**src/bsm_pkg.sv**
```systemverilog
// Constants and types shared by the core-2/3 status and top mask register block.
// Assumes a register bank that supplies clk, rst and a byte-wide register access port.
//
// Summary of operation
// Bits 7 and 3 show core enable.
// Bits 6 and 2 show raw power-good.
// Bits 4 and 0 show raw current-limit.
// Core-2 enable bit tracks live state, reset 0.
// Mask bit 0 allows, 1 suppresses interrupt.
// Mask bit 2 gates thermal warning, reset 0.
// Thermal mask never alters live thermal status.
// Mask bit 1 gates register reset, reset 1.
// Mask bit 0 gates load-current ready, reset 1.
// Status writes ignored; bits 5,1 read 0.
// Mask bits 7:3 store writes, reset 0.
package bsm_pkg;

  // ****************************************************************
  // Register offsets
  // ****************************************************************
  localparam logic [7:0] CORE23_STATUS_ADDR      = 8'h1d;
  localparam logic [7:0] TOP_INTERRUPT_MASK_ADDR = 8'h1e;

  // ****************************************************************
  // Field positions of the core-2/3 status register
  // ****************************************************************
  localparam int CORE3_ENABLED_BIT           = 7;
  localparam int CORE3_POWER_GOOD_RAW_BIT    = 6;
  localparam int CORE3_CURRENT_LIMIT_RAW_BIT = 4;
  localparam int CORE2_ENABLED_BIT           = 3;
  localparam int CORE2_POWER_GOOD_RAW_BIT    = 2;
  localparam int CORE2_CURRENT_LIMIT_RAW_BIT = 0;

  // ****************************************************************
  // Field positions and reset value of the top interrupt mask register
  // ****************************************************************
  localparam int THERMAL_WARNING_IRQ_MASK_BIT = 2;
  localparam int REGS_RESET_IRQ_MASK_BIT      = 1;
  localparam int ILOAD_READY_IRQ_MASK_BIT     = 0;
  localparam int MASK_SPARE_LSB               = 3;
  localparam logic [7:0] TOP_INTERRUPT_MASK_RESET = 8'h03;

  // Synchroniser depth for inputs from the analogue domain.
  localparam int SYNC_STAGES = 2;

  // Raw condition of one converter core.
  typedef struct packed {
    logic enabled;
    logic power_good_raw;
    logic current_limit_raw;
  } bsm_core_raw_t;

  // Interrupt sources gated by the top mask register.
  typedef struct packed {
    logic thermal_warning;
    logic regs_reset;
    logic iload_ready;
  } bsm_top_event_t;

endpackage

```
**src/bsm_sync.sv**
```systemverilog
// Multi-bit two-flop synchroniser, one independent bit per lane.
// Assumes every lane is a slow level that may change at any time.
`timescale 1ns/1ps
`default_nettype none

module bsm_sync #(
  parameter int WIDTH = 1
) (
  // Clock and reset
  input  wire logic             clk,
  input  wire logic             rst,
  // Asynchronous levels in, synchronised levels out
  input  wire logic [WIDTH-1:0] async_in,
  output logic      [WIDTH-1:0] sync_out
);

  logic [WIDTH-1:0] stage1_reg;
  logic [WIDTH-1:0] stage2_reg;

  // The first stage feeds only the second stage.
  always_ff @(posedge clk or posedge rst) begin
    if (rst) begin
      stage1_reg <= '0;
      stage2_reg <= '0;
    end else begin
      stage1_reg <= async_in;
      stage2_reg <= stage1_reg;
    end
  end

  assign sync_out = stage2_reg;

endmodule

`default_nettype wire

```
**src/bsm_regs.sv**
```systemverilog
// Core-2/3 status register and top interrupt mask register of the converter register bank.
// Assumes the serial interface decodes host cycles into a byte-wide read and write port on clk.
`timescale 1ns/1ps
`default_nettype none

module bsm_regs (
  // Clock and reset
  input  wire logic                    clk,
  input  wire logic                    rst,
  // Register access port from the serial interface
  input  wire logic [7:0]              reg_addr,
  input  wire logic                    reg_wr_en,
  input  wire logic [7:0]              reg_wr_data,
  input  wire logic                    reg_rd_en,
  output logic      [7:0]              reg_rd_data,
  output logic                         reg_rd_valid,
  // Raw converter core conditions, asynchronous
  input  wire bsm_pkg::bsm_core_raw_t  core2_raw,
  input  wire bsm_pkg::bsm_core_raw_t  core3_raw,
  // Die temperature warning, asynchronous, and its live status
  input  wire logic                    thermal_warning_in,
  output logic                         thermal_warning_live,
  // Interrupt events in and gated interrupt requests out
  input  wire bsm_pkg::bsm_top_event_t top_event,
  output logic                         thermal_warning_irq_req,
  output logic                         regs_reset_irq_req,
  output logic                         iload_ready_irq_req,
  // Current mask bits for the interrupt flag logic
  output logic                         thermal_warning_irq_mask,
  output logic                         regs_reset_irq_mask,
  output logic                         iload_ready_irq_mask
);

  // ****************************************************************
  // Input synchronisation
  // ****************************************************************

  bsm_pkg::bsm_core_raw_t core2_sync;
  bsm_pkg::bsm_core_raw_t core3_sync;
  logic                   thermal_sync;
  logic [6:0]             sync_bus;

  // All analogue conditions cross into clk through two flops, reset to 0.
  bsm_sync #(
    .WIDTH (7)
  ) u_status_sync (
    .clk      (clk),
    .rst      (rst),
    .async_in ({core3_raw, core2_raw, thermal_warning_in}),
    .sync_out (sync_bus)
  );

  // The synchronised lanes are split back into their fields.
  assign {core3_sync, core2_sync, thermal_sync} = sync_bus;

  // ****************************************************************
  // Status register image
  // ****************************************************************

  logic [7:0] status_image;

  // Each status bit follows its synchronised condition; reserved bits stay 0.
  always_comb begin
    status_image = 8'h00;
    status_image[bsm_pkg::CORE3_ENABLED_BIT]           = core3_sync.enabled;
    status_image[bsm_pkg::CORE2_ENABLED_BIT]           = core2_sync.enabled;
    status_image[bsm_pkg::CORE3_POWER_GOOD_RAW_BIT]    = core3_sync.power_good_raw;
    status_image[bsm_pkg::CORE2_POWER_GOOD_RAW_BIT]    = core2_sync.power_good_raw;
    status_image[bsm_pkg::CORE3_CURRENT_LIMIT_RAW_BIT] = core3_sync.current_limit_raw;
    status_image[bsm_pkg::CORE2_CURRENT_LIMIT_RAW_BIT] = core2_sync.current_limit_raw;
  end

  // ****************************************************************
  // Mask register and read path
  // ****************************************************************

  logic [7:0] mask_reg;
  logic [7:0] mask_next;
  logic [7:0] rd_data_reg;
  logic [7:0] rd_data_next;
  logic       rd_valid_reg;
  logic       rd_valid_next;

  // Only the mask register takes writes; all eight bits store the host value.
  // A write to the status offset or any other offset changes nothing here.
  always_comb begin
    mask_next = mask_reg;
    if (reg_wr_en && (reg_addr == bsm_pkg::TOP_INTERRUPT_MASK_ADDR)) begin
      mask_next = reg_wr_data;
    end
  end

  // Reads return the addressed register one cycle later; other offsets read 0.
  always_comb begin
    rd_valid_next = reg_rd_en;
    rd_data_next  = rd_data_reg;
    if (reg_rd_en) begin
      case (reg_addr)
        bsm_pkg::CORE23_STATUS_ADDR:      rd_data_next = status_image;
        bsm_pkg::TOP_INTERRUPT_MASK_ADDR: rd_data_next = mask_reg;
        default:                          rd_data_next = 8'h00;
      endcase
    end
  end

  // Mask resets with thermal unmasked, the other two masked, spare bits 0.
  always_ff @(posedge clk or posedge rst) begin
    if (rst) begin
      mask_reg     <= bsm_pkg::TOP_INTERRUPT_MASK_RESET;
      rd_data_reg  <= 8'h00;
      rd_valid_reg <= 1'b0;
    end else begin
      mask_reg     <= mask_next;
      rd_data_reg  <= rd_data_next;
      rd_valid_reg <= rd_valid_next;
    end
  end

  assign reg_rd_data  = rd_data_reg;
  assign reg_rd_valid = rd_valid_reg;

  assign thermal_warning_irq_mask = mask_reg[bsm_pkg::THERMAL_WARNING_IRQ_MASK_BIT];
  assign regs_reset_irq_mask      = mask_reg[bsm_pkg::REGS_RESET_IRQ_MASK_BIT];
  assign iload_ready_irq_mask     = mask_reg[bsm_pkg::ILOAD_READY_IRQ_MASK_BIT];

  // ****************************************************************
  // Interrupt gating and live thermal status
  // ****************************************************************

  bsm_pkg::bsm_top_event_t irq_req_reg;
  bsm_pkg::bsm_top_event_t irq_req_next;
  logic                    thermal_live_reg;
  logic                    thermal_live_next;

  // A mask bit of 0 lets its event through, 1 blocks it; the live status ignores the mask.
  always_comb begin
    irq_req_next.thermal_warning = top_event.thermal_warning & ~thermal_warning_irq_mask;
    irq_req_next.regs_reset      = top_event.regs_reset & ~regs_reset_irq_mask;
    irq_req_next.iload_ready     = top_event.iload_ready & ~iload_ready_irq_mask;
    thermal_live_next            = thermal_sync;
  end

  // Requests are registered one-cycle copies of the gated events.
  always_ff @(posedge clk or posedge rst) begin
    if (rst) begin
      irq_req_reg      <= '0;
      thermal_live_reg <= 1'b0;
    end else begin
      irq_req_reg      <= irq_req_next;
      thermal_live_reg <= thermal_live_next;
    end
  end

  assign thermal_warning_irq_req = irq_req_reg.thermal_warning;
  assign regs_reset_irq_req      = irq_req_reg.regs_reset;
  assign iload_ready_irq_req     = irq_req_reg.iload_ready;
  assign thermal_warning_live    = thermal_live_reg;
endmodule

`default_nettype wire

```
**config.mk**
```make
export PLATFORM = sky130hd
export DESIGN_NAME = bsm_regs
export DESIGN_NICKNAME = d
export VERILOG_FILES = /design/src/bsm_pkg.sv /design/src/bsm_sync.sv /design/src/bsm_regs.sv
export SDC_FILE = /design/constraint.sdc
export NUM_CORES = 1
export LEC_CHECK = 0
export ABC_AREA = 1
export BUFFER_PORTS_ARGS = -buffer_cell sky130_fd_sc_hd__buf_2
export CORE_AREA = 3 3 55 57
export DETAILED_ROUTE_END_ITERATION = 7
export DIE_AREA = 0 0 58 60
export PLACE_DENSITY = 0.82
export RECOVER_POWER = 50
export SYNTH_ARGS = -nofsm -noshare
export SYNTH_HDL_FRONTEND = slang
export SYNTH_SLANG_ARGS = --single-unit
export TNS_END_PERCENT = 10
```
**constraint.sdc**
```tcl
create_clock -name clk -period 1.5 [get_ports clk]
set_input_delay 0.3 -clock clk [delete_from_list [all_inputs] [get_ports clk]]
set_output_delay 0.3 -clock clk [all_outputs]
set_load 0.01 [all_outputs]
```
Yosys cells after proc, flatten, opt, wreduce, memory -nomap -nowiden --
Index checks and enable logic that the tools add are counted.
Storage, ports and cells: register bits after elaboration 35, latch bits 0, RAM bits 0, bits in read-only memories 0, bits of input ports 30, output and inout bits 16, word-level logic and storage cells 19, memories 0
Operators by class: $add $sub $neg 0, multipliers 0, div/mod/pow operators 0, magnitude comparators 0, eq/ne operators 2, shift operators 0, muxes and demuxes 1, bitwise operators 6, reduce and logical (&&, ||, !) cells 1
Operators by type and width (number):
- equality test 8 x 5 -> 1 bit (second input constant) | 2
- one-hot mux 8 bit (2 select lines) | 1
- AND 1 bit | 3
- inverter 1 bit | 3
- logical AND 1 bit | 1

Depth between registers and ports, before layout --
word-level depth 2, gate-level depth with buffers 8, depth with buffers taken out 7

By module --
From an unflattened synthesis, not the netlist that was laid out.
Second synthesis, totals: cell total of the unflattened synthesis 128, area total of the unflattened synthesis 1300.0 µm²
Modules (own cells, without submodules):
- bsm_regs | times used 1, cells an instance 113, area each 945.9 µm², seq. area each 528.0 µm²
- bsm_sync | times used 1, cells an instance 15, area each 354.1 µm², seq. area each 350.3 µm²

Worst setup path after synthesis --
No wires, ideal clock.
kind input to register, from input reg_addr[5], to register rd_data_reg[0] (netlist: reg_rd_data[0]), library setup time 0.065 ns, arrival 0.918 ns, data required time 1.435 ns, slack 0.517 ns, cell stages on the path 8, buffers on the path 1, cells stage by stage inv_1 > nand2_1 > nor2_4 > buf_6 > nand3_1 > nand2_1 > nand2_1 > nand2_1
Between the ends: word-level cells in the longest chain between the ends 2, elaborated cells between the ends (all ways) 3, classes of those cells 2 x eq/ne; 1 x mux
Ends and longest elaborated chain:
- start, declared | line bsm_regs.sv:11 | input wire logic [7:0] reg_addr,
- equality test 8 x 5 -> 1 bit | line bsm_regs.sv:98 | case (reg_addr)
- one-hot mux 8 bit (2 select lines) (*) | line bsm_regs.sv:98
- end signal, assigned | line bsm_regs.sv:114 | rd_data_reg <= rd_data_next;
- end, declared | line bsm_regs.sv:79 | logic [7:0] rd_data_reg;
Every way passes the cells marked *; elsewhere a longest branch is shown, timed or not. A chain may end at the register's enable or synchronous reset.

Worst setup path after layout --
from register mask_reg[1], to output regs_reset_irq_mask
RTL lines:
- start, declared | line bsm_regs.sv:77 | logic [7:0] mask_reg;
- start signal, assigned | line bsm_regs.sv:109 | mask_reg <= bsm_pkg::TOP_INTERRUPT_MASK_RESET;
- start signal, assigned | line bsm_regs.sv:113 | mask_reg <= mask_next;
- end, declared | line bsm_regs.sv:30 | output logic regs_reset_irq_mask,
No word-level cell between the ends.

==> impl_metrics.yaml <==
clock_network:
  cts-root-buf: "clkbuf_4"
  cts_made_buffers: 5
  post_cts_buffers: 0
  clk_pin_slew_ps: 110
  cts_hold_buf: 0
  cts.sinks: 35
  cts_max_level: 2
  clk_path_buf_depth: 2
  cts_resized: 0
  insertion_delay_ps: 320
  cts_tree: "built"
sta:
  slew_violations: 0
  finalHoldViolCount: 0
  finalSetupViolations: 0
  finalSetupTns_ps: 0
  slew_headroom_pct: 45.04
  tightest_slew_ps: 824.5
  fin_ws_ps: 174.3
  timing.fmax_mhz: 754.3
  post-route-min-period_ps: 1326
  finalCritPeriodShare_pct: 88.38
  rsz0062_at_grt: "no"
  whs_ps: 70.35
  finClkSkew_ps: 4.079
place:
  pre_cts_ws_ps: 184.7
  place_inst: 201
  globalplace.congestion: 0.8195
  hpwl_um: 1966
  postPlaceCellArea_sq_um: 1550
  portBuffers: 45
logic_synthesis:
  syn_nets: 157
  ys_warn_count: 0
  yosysSeqAreaShare_pct: 67.76
  synthDistinctLibCells: 16
  ys_seq_elements: 35
  synth.avg_cell_area_sq_um: 10.21
  synth_area_leaders: "dfrtp_1 64%, nand2_1 16%, nand3_1 4.6%"
  synth_area_sq_um: 1296
  synth_top_area_share_pct: 63.71
  synthCells: 127
  yosys.area.top_type: "dfrtp_1"
grt:
  grt-ovfl-total: 0
  grt_pass1_vias: 1047
  grt_use_total_pct: 17.62
  grt_max_degree: 36
  antenna_found_initial: 0
  grt_pass1_wl_um: 4381
setup_path:
  r2r_setup_slack_ps: 600
  crit_required_ps: 1200
  cp-startpoint: "mask_reg[1]"
  reg2reg_depth: 4
  reg2reg_to: "reg_rd_data[0]"
  r2r-start: "mask_reg[0]"
  cp-end-kind: "output port"
  worstPathArrival_ps: 1030
  crit_fanout: 4
  path_cells: "buf_2"
  critPathMaxStageDelay_ps: 570
  cp_slowest_cell: "dfstp_2"
  cp_top_family: "flip-flops"
  path_buf_inv: 1
  startpoint_type: "flop"
  timing_worst_setup_path_type: "reg2out"
die:
  pin_count: 46
  rows: 18
  core-area_sq_um: 2522
  die_area_sq_um: 3480
  start_util_pct: 51.39
  fp.dieW_um: 58
  die_h_um: 60
route:
  num_vias: 980
  viasPerCell: 4.689
  drt_iter0_drc: 28
  dr_wl_met2_um: 1456
  highest_layer: "met4"
  postRouteAntennaNets: 0
  drcViolationCount: 0
  drt-pass1-iter-count: 4
  drt_wl_total_um: 2518
  wl_per_cell_um: 12.05
  wirelength_met1_um: 865
  wl_met3_um: 168
power:
  power_density_nw_per_um2: 1174
  p_leak_nw: 0.9518
  power.total_mw: 1.940
  peakVddDrop_uv: 1148
hold_path:
  hp-start: "core2_raw[0]"
  hold_depth: 1
  min_to: "u_status_sync.stage1_reg[1]"
  hp-class: "in2reg"
run_status:
  outcome: "complete, no violations"
finish:
  num-nets-final: 208
  area_growth_pct: 27.41
  final_area_sq_um: 1652
  drive_gt1_share_pct: 35.20
  fin_cells: 209
  final_util_pct: 65.48
  antenna_cells: 0
flow_run:
  drv_cap: 0
[logic make-up after synthesis]
| logic type | after synthesis | synth area share [%] |
|---|---|---|
| AND/OR/NAND/NOR | 77 | 26.93 |
| buffers and inverters | 13 | 4.535 |
| AO/OA/AOI/OAI | 2 | 0.7722 |
| flip-flops | 35 | 67.76 |
[layout by cell type, fill, tap and decap left out]
master,n
nand2_1,56
buf_2,44
dfrtp_1,33
nand3_1,12
inv_1,9
clkbuf_4,5
nor2_1,3
nand2_2,2
o21ai_1,2
bufinv_16,2
dfstp_2,2
nor2_4,1
nor2_2,1
inv_2,1
nor2_8,1
nand3_4,1
clkinv_2,1
clkinvlp_4,1
clkbuf_1,1
clkbuf_2,1
[layout make-up]
type	count	area (sq um)
sequential	35	878.3
fill	209	870.8
multi-input combinational	79	359.1
timing repair buffer	46	229.0
clock inverter	3	67.56
inverter	11	42.54
clock buffer	5	37.54
tap	30	37.54
[metal layers]
layer | GRT usage [%] | vias to the layer above
met5 | 0 | -
met4 | 7.947 | 0
li1 | - | 487
met2 | 32.58 | 32
met3 | 5.832 | 2
met1 | 17.91 | 459
[worst max path at each step]
stage | to | slack, ps | depth (start not counted)
4_1_cts | regs_reset_irq_mask | 160 | 1
5_1_grt | iload_ready_irq_mask | 100 | 1
6_report | regs_reset_irq_mask | 170 | 1
2_1_floorplan | iload_ready_irq_req | 430 | 1
3_3_place_gp | mask_reg[0] | 250 | 8
3_5_place_dp | mask_reg[3] | 180 | 8
[report_power, final]
part           internal, mW  total, mW  switching [mW]  leakage, nW
registers             0.981      0.998          0.0162        0.437
clock network         0.518      0.824           0.306       0.0514
logic                0.0472      0.118          0.0705        0.464
[cell usage after synthesis]
cell type / n
nand2_1: 56
dfrtp_1: 33
nand3_1: 12
inv_1: 9
nor2_1: 3
dfstp_2: 2
nand2_2: 2
o21ai_1: 2
buf_2: 1
buf_6: 1
clkinv_2: 1
inv_2: 1
nand3_4: 1
nor2_2: 1
nor2_4: 1
nor2_8: 1
(Power assumes the default switching activity.)
